File: src/rirq_pkg.sv
// Constants, types and decode helpers shared by the interrupt source select block
package rirq_pkg;

    // ========================================================================
    // Register offsets
    localparam logic [7:0] ADDR_ROUTE = 8'h0d;  // Line routing and FIFO flags
    localparam logic [7:0] ADDR_FILL  = 8'h0e;  // FIFO fill method and control
    localparam logic [7:0] ADDR_STAT  = 8'h20;  // Sticky event status
    localparam logic [7:0] ADDR_MASK  = 8'h21;  // Event mask

    // ========================================================================
    // Field positions in the routing register
    localparam int IRQ0_SEL_LSB = 6;
    localparam int IRQ1_SEL_LSB = 4;
    localparam int TX1_SEL_BIT  = 3;
    localparam int FULL_BIT     = 2;
    localparam int NEMPTY_BIT   = 1;
    localparam int OVR_BIT      = 0;

    // Field positions in the fill register
    localparam int FILL_METHOD_BIT = 7;
    localparam int FILL_CTRL_BIT   = 6;

    // ========================================================================
    // Status and mask bit positions
    localparam int ST_OVR    = 0;
    localparam int ST_FULL   = 1;
    localparam int ST_NEMPTY = 2;
    localparam int ST_LEVEL  = 3;
    localparam int ST_W      = 4;

    // ========================================================================
    // Reset values
    localparam logic [4:0]      ROUTE_SEL_RST = 5'h00;
    localparam logic            OVR_RST       = 1'b0;
    localparam logic            FILL_RST      = 1'b0;
    localparam logic            METHOD_RST    = 1'b0;
    localparam logic [ST_W-1:0] STAT_RST      = 4'h0;
    localparam logic [ST_W-1:0] MASK_RST      = 4'h0;

    // ========================================================================
    // Chip state codes
    localparam logic [2:0] CHIP_SLEEP = 3'h0;
    localparam logic [2:0] CHIP_STBY  = 3'h1;
    localparam logic [2:0] CHIP_FS    = 3'h2;
    localparam logic [2:0] CHIP_RX    = 3'h3;
    localparam logic [2:0] CHIP_TX    = 3'h4;

    // ========================================================================
    // FIFO sizing: capacity is (select + 1) steps of 16 bytes
    localparam int         CNT_W     = 7;
    localparam logic [6:0] FIFO_STEP = 7'h10;

    // Data handling modes
    typedef enum logic [1:0] {DM_CONT, DM_BUF, DM_PKT} rirq_dmode_e;

    // Packet mode whenever the mode MSB is set
    function automatic rirq_dmode_e dmode_of(input logic [1:0] dm);
        if (dm[1])
            return DM_PKT;
        else if (dm[0])
            return DM_BUF;
        else
            return DM_CONT;
    endfunction

endpackage

File: src/rirq_flag_if.sv
// FIFO occupancy flags passed from the level tracker to the routing logic
`timescale 1ns/100ps
interface rirq_flag_if;
    logic full;
    logic not_empty;
    logic level_hit;

    modport prod (output full, output not_empty, output level_hit);
    modport cons (input full, input not_empty, input level_hit);
endinterface

File: src/rirq_fifo_level.sv
// FIFO occupancy counter with full, not-empty and level threshold flags
`timescale 1ns/100ps
module rirq_fifo_level (
    // Clock and reset
    input  wire logic       mclk,
    input  wire logic       rst_n,
    // Occupancy events
    input  wire logic       push,
    input  wire logic       pop,
    input  wire logic       flush,
    // Configuration
    input  wire logic [1:0] size_sel,
    input  wire logic [5:0] thresh,
    // Flags
    rirq_flag_if.prod       flags
);

    logic [rirq_pkg::CNT_W-1:0] count_q;
    logic [rirq_pkg::CNT_W-1:0] count_d;
    logic [rirq_pkg::CNT_W-1:0] cap;
    logic                       do_push;
    logic                       do_pop;

    // ========================================================================
    // Flags; greater-or-equal keeps full honest if the size shrinks
    always_comb
    begin
        cap             = 7'(({5'h00, size_sel} + 7'h01) * rirq_pkg::FIFO_STEP);
        flags.full      = (count_q >= cap);
        flags.not_empty = (count_q != 7'h00);
        flags.level_hit = (count_q >= {1'b0, thresh});
    end

    // ========================================================================
    // Next count; a push into a full FIFO is dropped
    always_comb
    begin
        do_push = push && !flags.full;
        do_pop  = pop && flags.not_empty;
        count_d = count_q;
        if (flush)
            count_d = 7'h00;
        else if (do_push && !do_pop)
            count_d = count_q + 7'h01;
        else if (do_pop && !do_push)
            count_d = count_q - 7'h01;
    end

    always_ff @(posedge mclk)
    begin
        if (!rst_n)
            count_q <= 7'h00;
        else
            count_q <= count_d;
    end

endmodule // rirq_fifo_level

File: src/rirq_route.sv
// Source multiplexer for the two interrupt lines
`timescale 1ns/100ps
module rirq_route (
    // Mode
    input  wire logic [2:0] chip_mode,
    input  wire logic [1:0] data_mode,
    input  wire logic       addr_filter_en,
    // Select fields
    input  wire logic [1:0] sel0,
    input  wire logic [1:0] sel1,
    input  wire logic       tx_sel,
    // Event sources
    input  wire logic       sync_event,
    input  wire logic       rssi_event,
    input  wire logic       byte_received_event,
    input  wire logic       packet_complete_event,
    input  wire logic       address_hit_event,
    input  wire logic       checksum_pass_event,
    input  wire logic       recovered_bit_clock,
    input  wire logic       tx_data_clock,
    input  wire logic       tx_complete_event,
    rirq_flag_if.cons       flags,
    // Lines
    output logic            line0,
    output logic            line1
);

    rirq_pkg::rirq_dmode_e dm;

    // ========================================================================
    // Pure combinational selection, follows selects and modes at once
    always_comb
    begin
        dm    = rirq_pkg::dmode_of(data_mode);
        line0 = 1'b0;
        line1 = 1'b0;
        case (chip_mode)
            rirq_pkg::CHIP_RX, rirq_pkg::CHIP_STBY:
            begin
                // FIFO sources stay live in standby too
                case (dm)
                    rirq_pkg::DM_CONT:
                    begin
                        line0 = (sel0 == 2'h1) ? rssi_event : sync_event;
                        line1 = recovered_bit_clock;
                    end
                    rirq_pkg::DM_BUF:
                    begin
                        case (sel0)
                            2'h0:    line0 = 1'b0;
                            2'h1:    line0 = byte_received_event;
                            2'h2:    line0 = flags.not_empty;
                            default: line0 = sync_event;
                        endcase
                    end
                    default:
                    begin
                        case (sel0)
                            2'h0:    line0 = packet_complete_event;
                            2'h1:    line0 = byte_received_event;
                            2'h2:    line0 = flags.not_empty;
                            default: line0 = addr_filter_en ? address_hit_event : sync_event;
                        endcase
                    end
                endcase
                if (dm != rirq_pkg::DM_CONT)
                begin
                    case (sel1)
                        2'h0:    line1 = (dm == rirq_pkg::DM_PKT) ? checksum_pass_event : 1'b0;
                        2'h1:    line1 = flags.full;
                        2'h2:    line1 = rssi_event;
                        default: line1 = flags.level_hit;
                    endcase
                end
            end
            rirq_pkg::CHIP_TX:
            begin
                if (dm == rirq_pkg::DM_CONT)
                    line1 = tx_data_clock;
                else
                    line1 = tx_sel ? tx_complete_event : flags.full;
            end
            default:
            begin
                line0 = 1'b0;
                line1 = 1'b0;
            end
        endcase
    end

endmodule // rirq_route

File: src/rirq_top.sv
// Interrupt line source select, FIFO flags, overrun and fill control
//
// What this block does
// - In receive or standby, line 0 takes sync or RSSI in continuous mode and nothing, byte, not-empty or sync in buffered mode.
// - In packet mode line 0 takes packet complete, byte, not-empty, or address hit (filtering on) else sync.
// - In receive or standby line 1 carries the bit clock in continuous mode, else none/checksum, full, RSSI, level.
// - The FIFO sources on the lines stay active in standby as well as receive.
// - In transmit line 1 carries the data clock in continuous mode, else FIFO full or transmit complete by one bit.
// - A read-only full flag is high while the FIFO holds its configured capacity or more.
// - A read-only active-low empty flag is low while the FIFO is empty and high otherwise.
// - Data arriving while the FIFO is full sets a sticky overrun flag that holds until software clears it.
// - Writing one to the overrun flag clears it and flushes the FIFO; writing zero does nothing.
// - The fill method bit only has effect in buffered mode.
// - Fill method zero starts filling on sync detection; method one starts and stops by the software fill bit.
`timescale 1ns/100ps
module rirq_top (
    // Clock and reset
    input  wire logic       mclk,
    input  wire logic       rst_n,
    // Register port
    input  wire logic [7:0] reg_addr,
    input  wire logic [7:0] reg_wdata,
    input  wire logic       reg_wr,
    input  wire logic       reg_rd,
    output logic      [7:0] reg_rdata,
    // Chip state and data mode
    input  wire logic [2:0] chip_mode,
    input  wire logic [1:0] data_mode,
    input  wire logic       addr_filter_en,
    // Event sources
    input  wire logic       sync_event,
    input  wire logic       rssi_event,
    input  wire logic       byte_received_event,
    input  wire logic       packet_complete_event,
    input  wire logic       address_hit_event,
    input  wire logic       checksum_pass_event,
    input  wire logic       recovered_bit_clock,
    input  wire logic       tx_data_clock,
    input  wire logic       tx_complete_event,
    // FIFO activity
    input  wire logic       fifo_push,
    input  wire logic       fifo_pop,
    input  wire logic [1:0] fifo_size_sel,
    input  wire logic [5:0] fifo_thresh,
    // Outputs
    output logic            irq_line0,
    output logic            irq_line1,
    output logic            fifo_flush,
    output logic            fill_active,
    output logic            irq
);

    // ========================================================================
    // Declarations
    rirq_flag_if flags ();

    logic [4:0]              sel_q;
    logic [4:0]              sel_d;
    logic                    ovr_q;
    logic                    ovr_d;
    logic                    method_q;
    logic                    method_d;
    logic                    fill_q;
    logic                    fill_d;
    logic [rirq_pkg::ST_W-1:0] stat_q;
    logic [rirq_pkg::ST_W-1:0] stat_d;
    logic [rirq_pkg::ST_W-1:0] mask_q;
    logic [rirq_pkg::ST_W-1:0] mask_d;
    logic [2:0]              prev_q;
    logic [7:0]              rdata_d;
    logic                    line0_d;
    logic                    line1_d;
    logic                    line0_q;
    logic                    line1_q;
    logic                    flush_d;
    logic                    flush_q;
    logic                    fill_act_d;
    logic                    fill_act_q;
    logic                    irq_d;
    logic                    irq_q;
    logic                    wr_route;
    logic                    wr_fill;
    logic                    overrun_ev;
    logic                    buffered;
    logic [rirq_pkg::ST_W-1:0] events;

    // ========================================================================
    // Submodules
    rirq_fifo_level u_level (
        .mclk     (mclk),
        .rst_n    (rst_n),
        .push     (fifo_push),
        .pop      (fifo_pop),
        .flush    (flush_d),
        .size_sel (fifo_size_sel),
        .thresh   (fifo_thresh),
        .flags    (flags.prod)
    );

    rirq_route u_route (
        .chip_mode             (chip_mode),
        .data_mode             (data_mode),
        .addr_filter_en        (addr_filter_en),
        .sel0                  (sel_q[4:3]),
        .sel1                  (sel_q[2:1]),
        .tx_sel                (sel_q[0]),
        .sync_event            (sync_event),
        .rssi_event            (rssi_event),
        .byte_received_event   (byte_received_event),
        .packet_complete_event (packet_complete_event),
        .address_hit_event     (address_hit_event),
        .checksum_pass_event   (checksum_pass_event),
        .recovered_bit_clock   (recovered_bit_clock),
        .tx_data_clock         (tx_data_clock),
        .tx_complete_event     (tx_complete_event),
        .flags                 (flags.cons),
        .line0                 (line0_d),
        .line1                 (line1_d)
    );

    // ========================================================================
    // Register writes, overrun and fill control
    always_comb
    begin
        wr_route   = reg_wr && (reg_addr == rirq_pkg::ADDR_ROUTE);
        wr_fill    = reg_wr && (reg_addr == rirq_pkg::ADDR_FILL);
        buffered   = (rirq_pkg::dmode_of(data_mode) == rirq_pkg::DM_BUF);
        overrun_ev = fifo_push && flags.full;
        sel_d      = wr_route ? reg_wdata[7:3] : sel_q;
        // Clear by writing one, flush rides on the same write
        flush_d    = wr_route && reg_wdata[rirq_pkg::OVR_BIT];
        // A new overrun in the clearing cycle wins
        ovr_d      = overrun_ev || (ovr_q && !flush_d);
        method_d   = wr_fill ? reg_wdata[rirq_pkg::FILL_METHOD_BIT] : method_q;
        // Method in force before the write decides how it is read
        if (!method_q)
            fill_d = (buffered && sync_event)
                   || (fill_q && !(wr_fill && reg_wdata[rirq_pkg::FILL_CTRL_BIT]));
        else
            fill_d = wr_fill ? reg_wdata[rirq_pkg::FILL_CTRL_BIT] : fill_q;
        // Outside buffered mode the fill gate stays open
        fill_act_d = !buffered || fill_d;
    end

    always_ff @(posedge mclk)
    begin
        if (!rst_n)
        begin
            sel_q      <= rirq_pkg::ROUTE_SEL_RST;
            ovr_q      <= rirq_pkg::OVR_RST;
            method_q   <= rirq_pkg::METHOD_RST;
            fill_q     <= rirq_pkg::FILL_RST;
            flush_q    <= 1'b0;
            fill_act_q <= 1'b1;
        end
        else
        begin
            sel_q      <= sel_d;
            ovr_q      <= ovr_d;
            method_q   <= method_d;
            fill_q     <= fill_d;
            flush_q    <= flush_d;
            fill_act_q <= fill_act_d;
        end
    end

    // ========================================================================
    // Sticky status, mask and interrupt output
    always_comb
    begin
        events                      = '0;
        events[rirq_pkg::ST_OVR]    = overrun_ev;
        events[rirq_pkg::ST_FULL]   = flags.full && !prev_q[0];
        events[rirq_pkg::ST_NEMPTY] = flags.not_empty && !prev_q[1];
        events[rirq_pkg::ST_LEVEL]  = flags.level_hit && !prev_q[2];
        mask_d = (reg_wr && reg_addr == rirq_pkg::ADDR_MASK) ? reg_wdata[3:0] : mask_q;
        // Set wins over a write-one clear in the same cycle
        stat_d = events | (stat_q & ~((reg_wr && reg_addr == rirq_pkg::ADDR_STAT)
                                      ? reg_wdata[3:0] : 4'h0));
        irq_d  = |(stat_d & mask_d);
    end

    always_ff @(posedge mclk)
    begin
        if (!rst_n)
        begin
            stat_q <= rirq_pkg::STAT_RST;
            mask_q <= rirq_pkg::MASK_RST;
            prev_q <= 3'h0;
            irq_q  <= 1'b0;
        end
        else
        begin
            stat_q <= stat_d;
            mask_q <= mask_d;
            prev_q <= {flags.level_hit, flags.not_empty, flags.full};
            irq_q  <= irq_d;
        end
    end

    // ========================================================================
    // Read mux; unmapped offsets read zero
    always_comb
    begin
        rdata_d = 8'h00;
        if (reg_rd)
        begin
            case (reg_addr)
                rirq_pkg::ADDR_ROUTE: rdata_d = {sel_q, flags.full, flags.not_empty, ovr_q};
                rirq_pkg::ADDR_FILL:  rdata_d = {method_q, fill_q, 6'h00};
                rirq_pkg::ADDR_STAT:  rdata_d = {4'h0, stat_q};
                rirq_pkg::ADDR_MASK:  rdata_d = {4'h0, mask_q};
                default:              rdata_d = 8'h00;
            endcase
        end
    end

    // Lines pass one flop so every output is registered
    always_ff @(posedge mclk)
    begin
        if (!rst_n)
        begin
            reg_rdata <= 8'h00;
            line0_q   <= 1'b0;
            line1_q   <= 1'b0;
        end
        else
        begin
            reg_rdata <= rdata_d;
            line0_q   <= line0_d;
            line1_q   <= line1_d;
        end
    end

    assign irq_line0   = line0_q;
    assign irq_line1   = line1_q;
    assign fifo_flush  = flush_q;
    assign fill_active = fill_act_q;
    assign irq         = irq_q;

    logic rxsb;
    assign rxsb = (chip_mode == rirq_pkg::CHIP_RX) || (chip_mode == rirq_pkg::CHIP_STBY);
endmodule // rirq_top

File: config.mk
export PLATFORM = sky130hd
export DESIGN_NAME = rirq_top
export DESIGN_NICKNAME = d
export VERILOG_FILES = /design/src/rirq_pkg.sv /design/src/rirq_flag_if.sv /design/src/rirq_fifo_level.sv /design/src/rirq_route.sv /design/src/rirq_top.sv
export SDC_FILE = /design/constraint.sdc
export NUM_CORES = 1
export LEC_CHECK = 0
export BUFFER_PORTS_ARGS = -buffer_cell sky130_fd_sc_hd__buf_4
export CORE_ASPECT_RATIO = 1.1
export CORE_UTILIZATION = 48
export DETAILED_ROUTE_END_ITERATION = 10
export HOLD_SLACK_MARGIN = 0.06
export PLACE_DENSITY = 0.74
export SKIP_CTS_REPAIR_TIMING = 1
export SYNTH_ARGS = -nofsm -noshare
export SYNTH_HDL_FRONTEND = slang
export SYNTH_SLANG_ARGS = --single-unit
export TNS_END_PERCENT = 1
File: constraint.sdc
create_clock -name mclk -period 4.31 [get_ports mclk]
set_input_delay 0.862 -clock mclk [delete_from_list [all_inputs] [get_ports mclk]]
set_output_delay 0.862 -clock mclk [all_outputs]
set_load 0.005 [all_outputs]
# == Yosys cells after proc, flatten, opt, wreduce, memory -nomap -nowiden ==
# Index checks and enable logic that the tools add are counted.
# totals
out_inout_bits,13
word_cells,98
regBits,39
# op_classes
n_addsub,3
n_bitwise,5
n_eq_ne,13
mux,21
magnitude_cmp,2
reduce_logical,40
# op_table
cell,count
$pmux 8 s4,1
$logic_and 1x1->1,17
$eq 8x4->1 const B,2
$eq 8x6->1 const B,2
$mux 7,2
$mux 1,10
$logic_not 1->1,9
$pmux 1 s3,3
$and 4x4->4,2
$mux 4,2
$add 7x1->7 const B,1
$ge 7x6->1,1
$ge 7x7->1,1
$reduce_bool 7->1,1
$sub 7x1->7 const B,1
$eq 2x1->1 const B,3
$eq 2x2->1 const B,3
$logic_not 2->1,3
$not 4->4,1
$or 4x4->4,1
$pmux 1 s2,2
$reduce_and 2->1,2
$reduce_bool 2->1,2
$reduce_or 2->1,2
8 further kinds,10

# == Longest topological paths before layout ==
# Gate-level depths: netlist (run 1).
# depth
ltp_word,8
depth_mapped,15
mapped_depth_nobuf,15

# == Cells and area by module ==
# Synthesis (run 1) repeated with hierarchy kept, for this count alone.
# hier_totals
cells_unflattened,260
hier_area_um2,2359.8
# modules_own_cells
module,cells_each,instances,area_each_um2,seq_area_each_um2
rirq_top,146,1,1422.6,640.6
rirq_fifo_level,91,1,747.0,140.1
rirq_route,23,1,190.2,0.0

# == Least setup slack after synthesis (run 1) ==
# No wires, ideal clock.
# synth_timing
path_type,in2reg
from,in fifo_size_sel[0]
to,reg u_level.count_q[6] in the netlist's numbering
t_arrival_ps,3505
stages,15
slack_ps,687
n_path_buf,0
path_cell_list,ha_1 inv_1 ha_1 nor2b_1 o21ai_0 and3_1 ha_1 inv_1 ha_1 nor2b_1 o21ai_0 a21boi_0 mux2i_1 nor4_1 nand2b_1
# synth_via
elab_chain_len,7
# synth_lines
element,line,text
start: declaration,rirq_top.sv:43,"input wire logic [1:0] fifo_size_sel,"
$add 2x1->3 *,rirq_fifo_level.sv:28,"cap = 7'(({5'h00, size_sel} + 7'h01) * rirq_pkg::FIFO_STEP);"
$ge 7x7->1 *,rirq_fifo_level.sv:29,flags.full = (count_q >= cap);
$logic_not 1->1 *,rirq_fifo_level.sv:38,do_push = push && !flags.full;
$logic_and 1x1->1 *,rirq_fifo_level.sv:38,
$logic_not 1->1,rirq_fifo_level.sv:45,else if (do_pop && !do_push)
$logic_and 1x1->1,rirq_fifo_level.sv:45,
$reduce_bool 2->1 (no line),-,
end signal: assignment,rirq_fifo_level.sv:54,count_q <= count_d;
end: declaration,rirq_fifo_level.sv:18,logic [rirq_pkg::CNT_W-1:0] count_q;
# Mark *: on every way between the ends. The rest lies on a longest branch, timed or not.
# A chain may end at the register's enable or synchronous reset.

# == Final worst setup path (run 1) ==
# Ends and elaborated chain as after synthesis.

==> results of run 1 <==
-- placed cells by master, fill, tap and decap left out, types with 2 or more instances in the layout --
cell type	synthesis	routed
mux2i_1	6	6
dfxtp_1	39	39
or4_1	2	2
or3_1	3	3
nor2b_1	10	10
a31oi_1	2	2
nand3_1	10	10
mux2_2	2	2
nand2b_1	4	4
or4_4	2	2
a22oi_1	8	8
clkbuf_8	0	6
inv_1	17	17
nor4_1	2	2
ha_1	16	16
o22ai_1	2	2
buf_4	0	57
nor2_1	23	23
xor2_1	2	2
and4_1	3	3
o211ai_1	2	2
and2_1	3	3
o21ai_0	8	8
nand2_1	34	34
nor3b_1	2	2
o31ai_1	2	2
nor4_4	2	2
a21oi_1	25	25
nor3_1	6	6
-- routing by layer --
layer / up-vias / GRT usage, % / part of all wire [%]
li1: 1041 / - / -
met1: 935 / 29.1 / 43
met2: 69 / 39.9 / 49
met3: 12 / 5.31 / 5.6
met4: 0 / 10.6 / 2.7
met5: - / 0 / 0
-- registers in the layout, indices dropped and copies added, names as in the netlist --
register / count
irq: 1
method_q: 1
mask_q: 4
sel_q: 5
reg_rdata: 8
u_level.count_q: 7
irq_line1: 1
prev_q: 3
ovr_q: 1
fifo_flush: 1
fill_active: 1
irq_line0: 1
stat_q: 4
fill_q: 1
-- layout make-up --
type,instances,area [µm²]
Clock buffer,6,82.6
Clock inverter,2,35.0
Multi-Input combinational cell,198,1310
Fill cell,402,1550
Sequential cell,39,781
Tap cell,54,67.6
Inverter,17,63.8
Timing Repair Buffer,57,428
-- power by group through the flow --
stage | sequential, W | clock (W) | combinational, W
floorplan | 0.000449 | 0 | 0.000383
global placement | 0.000461 | 0 | 0.000500
detailed placement | 0.000462 | 0 | 0.000510
CTS | 0.000454 | 0.000318 | 0.000514
global route | 0.000459 | 0.000331 | 0.000591
finish | 0.000454 | 0.000313 | 0.000513
-- how the worst min path moves through the flow --
stage / end / slack (ns) / cells past startpoint
floorplan: reg_rdata[0] / 0.43 / 2
global placement: sel_q[0] / 0.46 / 2
detailed placement: mask_q[3] / 0.47 / 2
CTS: mask_q[3] / 0.48 / 2
global route: sel_q[0] / 0.51 / 2
finish: reg_rdata[0] / 0.48 / 2
-- worst register-to-register path, cell delays in order, from the launching register on --
cell and delay, ns:
dfxtp_1 0.34, or4_1 0.59, or4_4 0.51, nand2_1 0.11
ha_1 0.22, inv_1 0.14, ha_1 0.33, nor2b_1 0.18
o21ai_0 0.12, a21boi_0 0.30, mux2i_1 0.26, nor4_1 0.07
nand2b_1 0.14
-- kinds of logic after synthesis --
group | after synthesis | synth area share (%)
adder cells (fa/ha/maj) | 17 | 10.1
multiplexers | 9 | 5.01
XOR/XNOR | 3 | 1.21
AO/OA/AOI/OAI | 58 | 16.6
AND/OR/NAND/NOR | 111 | 27.2
flip-flops | 39 | 35.9
buffers and inverters | 23 | 3.97
-- stage by stage --
step | hold slack (ns) | power, W | area [µm²]
after floorplan | 0.432 | 0.000832 | 2170
after global placement | 0.464 | 0.000961 | 2650
after detailed placement | 0.472 | 0.000972 | 2650
after CTS | 0.484 | 0.00129 | 2760
after global routing | 0.511 | 0.00138 | 2760
final | 0.482 | 0.00128 | 2760
==> reports/results.tsv, run 1 <==
stage	metric	value	unit
status	status	complete, no violations	
critical_path	worstPathRequired	4.50	ns
clocking	cts_sinks	39	
place	gp_congestion	0.865	
yosys	seq_area_frac_synth	35.9	%
sta	timing.setup.tns	0	ns
critical_path	worstReg2RegEnd	u_level.count_q[6]	
detailed_routing	dr.pass1.iters	4	
sta	finalCritPeriodShare	85.8	%
power	combinationalPowerShare	40.1	%
power	p_switching	0.000446	W
power	power.internal	0.000834	W
global_routing	grt_pass1_vias	1977	
power	pwr-share-seq	35.5	%
place	place_inst	365	
sta	setup_viol	0	
critical_path	cp-start-kind	input port	
floorplanning	coreArea	4320	µm²
detailed_routing	totalWireLength	5100	µm
global_routing	grt_max_degree	21	
sta	finalCriticalPeriod	3.70	ns
yosys	yosysWarnings	0	
finish	fin_cells	373	
global_routing	track_usage	23.9	%
global_routing	gr-total-overflow	0	
floorplanning	die_h	72.6	µm
yosys	yosys.area.top_type	dfxtp_1	
detailed_routing	ant_nets	0	
finish	drive_above_1_share	22.9	%
detailed_routing	drt-initial-drc-count	152	
sta	fin_ws	0.614	ns
yosys	yosys-top-cells-count	dfxtp_1, nand2_1, a21oi_1, nor2_1, inv_1	
critical_path	path_buf_inv	3	
place	dp_hpwl	3990	µm
min_path	hold_path_class	reg2reg	
sta	final.setup_skew	0.00784	ns
finish	utilization	64.0	%
critical_path	critPathMaxStageDelay	0.33	ns
yosys	syn-num-nets	322	
yosys	yosysUniqueCellTypes	45	
critical_path	crit_family	adder cells	
detailed_routing	avgViaCountPerCell	5.51	
yosys	synth_edf_count	0	
finish	areaGrowthSynthToFinish	27.2	%
critical_path	reg2reg_slack	0.89	ns
power	pwr-share-clk	24.4	%
sta	slew_viol_final	0	
run	drv_cap	0	
critical_path	cp-end-kind	flop	
clocking	cts_root_buffer	clkbuf_8	
min_path	hold_start	ovr_q	
critical_path	cp.depth	16	
yosys	ys.flop_type	dfxtp_1	
power	cellPowerDensity	463	nW/µm²
critical_path	worst_ep_arrival_time	3.88	ns
floorplanning	dieArea	4800	µm²
critical_path	critPathMaxFanout	6	
critical_path	crit_type	in2reg	
sta	slew_headroom	38.1	%
sta	tightest_slew	0.904	ns
power	irDropWorstVdd	0.289	mV
yosys	synth_top_area_share	35.9	%
critical_path	crit_chain	buf_4 > ha_1 > inv_1 > ha_1 > nor2b_1 > o21ai_0 > and3_1 > ha_1 > inv_1 > ha_1 > nor2b_1 > o21ai_0 > a21boi_0 > mux2i_1 > nor4_1 > nand2b_1	
floorplanning	start_util	50.3	%
place	pre_cts_ws	0.290	ns
power	switching_share	34.8	%
detailed_routing	drc	0	
yosys	synth_most_common_cell	dfxtp_1	
detailed_routing	via_count	2057	
clocking	clk_pin_slew	0.08	ns
clocking	clk_latency	0.29	ns
yosys	synth_async_sr_flop_share	0	%
detailed_routing	wl_per_cell	13.7	µm
clocking	htreeDepth	2	
critical_path	crit_slowest_cell	ha_1	
sta	rsz0062_at_grt	false	
finish	diodes	0	
global_routing	grt_pass1_wl	8780	µm
critical_path	cp-endpoint	u_level.count_q[6]	
yosys	synth_area_per_cell	8.36	µm²
critical_path	worstSetupStartpoint	fifo_size_sel[0]	
sta	hold_viol_final	0	
floorplanning	num_io_pins	58	
yosys	synth.area.top_cells	dfxtp_1, ha_1, nand2_1, a21oi_1, nor2_1	
clocking	numCtsBuffers	5	
critical_path	r2r-start	u_level.count_q[0]	
critical_path	crit_top_cell	ha_1	
floorplanning	die_w	66.2	µm
global_routing	grt_antenna_before_repair	0	
finish	num-nets-final	380	
yosys	synthCells	260	
clocking	cts_buffer_depth	2	
power	p_leak	1.20	nW
clocking	cts_tree	built	
place	portBuffers	57	
yosys	synth_seq_cells	39	
floorplanning	row_count	25	
critical_path	reg2reg_depth	12	
sta	max_freq	271	MHz
yosys	synth.cell_area	2170	µm²
Power figures use the tool's default switching activity.
==> run 2: changes to the inputs <==
--- a/config.mk
+++ b/config.mk
@@ -6,11 +6,13 @@
 export NUM_CORES = 1
 export LEC_CHECK = 0
 export BUFFER_PORTS_ARGS = -buffer_cell sky130_fd_sc_hd__buf_4
+export CELL_PAD_IN_SITES_DETAIL_PLACEMENT = 1
+export CELL_PAD_IN_SITES_GLOBAL_PLACEMENT = 1
 export CORE_ASPECT_RATIO = 1.1
-export CORE_UTILIZATION = 48
+export CORE_UTILIZATION = 38
 export DETAILED_ROUTE_END_ITERATION = 10
 export HOLD_SLACK_MARGIN = 0.06
-export PLACE_DENSITY = 0.74
+export PLACE_DENSITY_LB_ADDON = 0.1
 export SKIP_CTS_REPAIR_TIMING = 1
 export SYNTH_ARGS = -nofsm -noshare
 export SYNTH_HDL_FRONTEND = slang
==> run 2 against run 1 <==
Effect of this change: sequential power is essentially flat; global-route usage shrank 1.8 points; highest routed layer unchanged; via count grew 1.5%; critical path depth is the same; utilization shrank 13 points; register-to-register slack lost 0.10 ns; count of clock-buffer cells in the layout is the same; sequential cell count is the same; critical endpoint unchanged; clock power grew 2%; clock skew shrank 0.0062 ns; routed wire length grew 18%; total power grew 2.3%.
==> reports/results.tsv, run 2 (synthesis results as in run 1) <==
stage	metric	value	unit
finish	largestRegisters	reg_rdata: 8 flops, u_level.count_q: 7 flops, sel_q: 5 flops	
place	place_inst	387	
critical_path	r2r-start	u_level.count_q[1]	
detailed_routing	drt-initial-drc-count	43	
critical_path	critPathMaxFanout	6	
floorplanning	row_count	28	
floorplanning	die_h	81.3	µm
power	power.internal	0.000843	W
power	p_switching	0.000466	W
detailed_routing	totalWireLength	6010	µm
min_path	hold_path_class	reg2reg	
finish	largest_register_ffs	8	
clocking	cts_sinks	39	
finish	num-nets-final	381	
critical_path	worstSetupStartpoint	fifo_size_sel[0]	
global_routing	grt_max_degree	21	
clocking	cts_root_buffer	clkbuf_8	
power	irDropWorstVdd	0.256	mV
power	p_leak	1.21	nW
place	portBuffers	57	
power	pwr-share-seq	34.8	%
power	combinationalPowerShare	40.9	%
sta	max_freq	263	MHz
critical_path	critPathMaxStageDelay	0.34	ns
finish	drive_above_1_share	23.1	%
critical_path	crit_chain	buf_4 > ha_1 > inv_1 > ha_1 > nor2b_1 > o21ai_0 > and3_1 > ha_1 > inv_1 > ha_1 > nor2b_1 > o21ai_0 > a21boi_0 > mux2i_1 > nor4_1 > nand2b_1	
critical_path	worstPathRequired	4.49	ns
run	drv_cap	0	
clocking	clk_latency	0.29	ns
clocking	numCtsBuffers	5	
place	dp_hpwl	4780	µm
sta	finalCriticalPeriod	3.80	ns
clocking	cts_tree	built	
critical_path	crit_top_cell	ha_1	
finish	fin_cells	395	
floorplanning	dieArea	6030	µm²
floorplanning	num_io_pins	58	
detailed_routing	dr.pass1.iters	4	
sta	slew_viol_final	0	
detailed_routing	drc	0	
detailed_routing	ant_nets	0	
sta	rsz0062_at_grt	false	
place	gp_congestion	0.836	
critical_path	reg2reg_slack	0.79	ns
min_path	hold_start	mask_q[3]	
critical_path	cp-start-kind	input port	
detailed_routing	wl_per_cell	15.2	µm
status	status	complete, no violations	
global_routing	grt_antenna_before_repair	0	
global_routing	grt_pass1_vias	2127	
finish	areaGrowthSynthToFinish	28.7	%
finish	layout.cells.most_common	buf_4	
sta	setup_viol	0	
sta	final.setup_skew	0.00169	ns
finish	diodes	0	
clocking	clk_pin_slew	0.08	ns
power	pwr-share-clk	24.3	%
floorplanning	die_w	74.1	µm
global_routing	track_usage	22.0	%
floorplanning	coreArea	5430	µm²
finish	regMostFlops	reg_rdata	
global_routing	grt_pass1_wl	9980	µm
sta	finalCritPeriodShare	88.2	%
power	switching_share	35.6	%
critical_path	crit_slowest_cell	ha_1	
finish	final_cell_mix	buf_4, dfxtp_1, nand2_1	
clocking	cts_buffer_depth	2	
clocking	htreeDepth	2	
sta	timing.setup.tns	0	ns
sta	tightest_slew	0.685	ns
sta	hold_viol_final	0	
finish	utilization	51.5	%
detailed_routing	via_count	2087	
global_routing	gr-total-overflow	0	
critical_path	worst_ep_arrival_time	3.98	ns
critical_path	crit_family	adder cells	
sta	slew_headroom	54.3	%
detailed_routing	avgViaCountPerCell	5.28	
critical_path	path_buf_inv	3	
power	cellPowerDensity	468	nW/µm²
critical_path	cp-end-kind	flop	
critical_path	crit_type	in2reg	
floorplanning	start_util	40.0	%
-- run 2: cell types whose count changed in the layout (fill, tap and decap cells not counted), sizes merged --
cell  before  now
buf       57   58
-- run 2: path summary, 6_finish.rpt --
| path | end | cells after the start |
|---|---|---|
| min | mask_q[3] | 2 |
| min reg2reg | mask_q[3] | 2 |
| max reg2reg | u_level.count_q[6] | 12 |
| max | u_level.count_q[6] | 16 |
-- run 2: cell type report --
cell class | instances | area (µm²)
Inverter | 17 | 63.8
Tap cell | 75 | 93.8
Sequential cell | 39 | 781
Multi-Input combinational cell | 198 | 1310
Clock inverter | 2 | 35.0
Clock buffer | 6 | 82.6
Fill cell | 659 | 2630
Timing Repair Buffer | 58 | 435
-- run 2: power groups by stage --
| stage | Combinational, W | Clock (W) | Sequential, W |
|---|---|---|---|
| after floorplan | 0.000383 | 0 | 0.000449 |
| after global placement | 0.000519 | 0 | 0.000462 |
| after detailed placement | 0.000537 | 0 | 0.000464 |
| after CTS | 0.000541 | 0.000329 | 0.000456 |
| after global routing | 0.000613 | 0.000340 | 0.000464 |
| final | 0.000536 | 0.000318 | 0.000455 |
-- run 2: metal layers --
layer,GRT usage [%],vias up,share of wire [%]
met4,8.65,0,2.2
met1,25.7,989,43
met5,0,-,0
met3,3.72,8,2.7
met2,39.5,43,52
li1,-,1047,-
-- run 2: tightest hold or removal path, cell delays in order, from the launching register on --
cell	delay (ns)
dfxtp_1	0.32
nand2_1	0.05
a21oi_1	0.07
-- run 2: metrics by stage --
step,setup slack (ns),area (µm²),power [W],hold WS (ns)
after floorplan,0.687,2170,0.000832,0.432
after global placement,0.332,2680,0.000982,0.471
after detailed placement,0.222,2680,0.00100,0.473
after CTS,0.531,2800,0.00133,0.484
after global routing,0.211,2800,0.00142,0.526
final,0.510,2800,0.00131,0.487
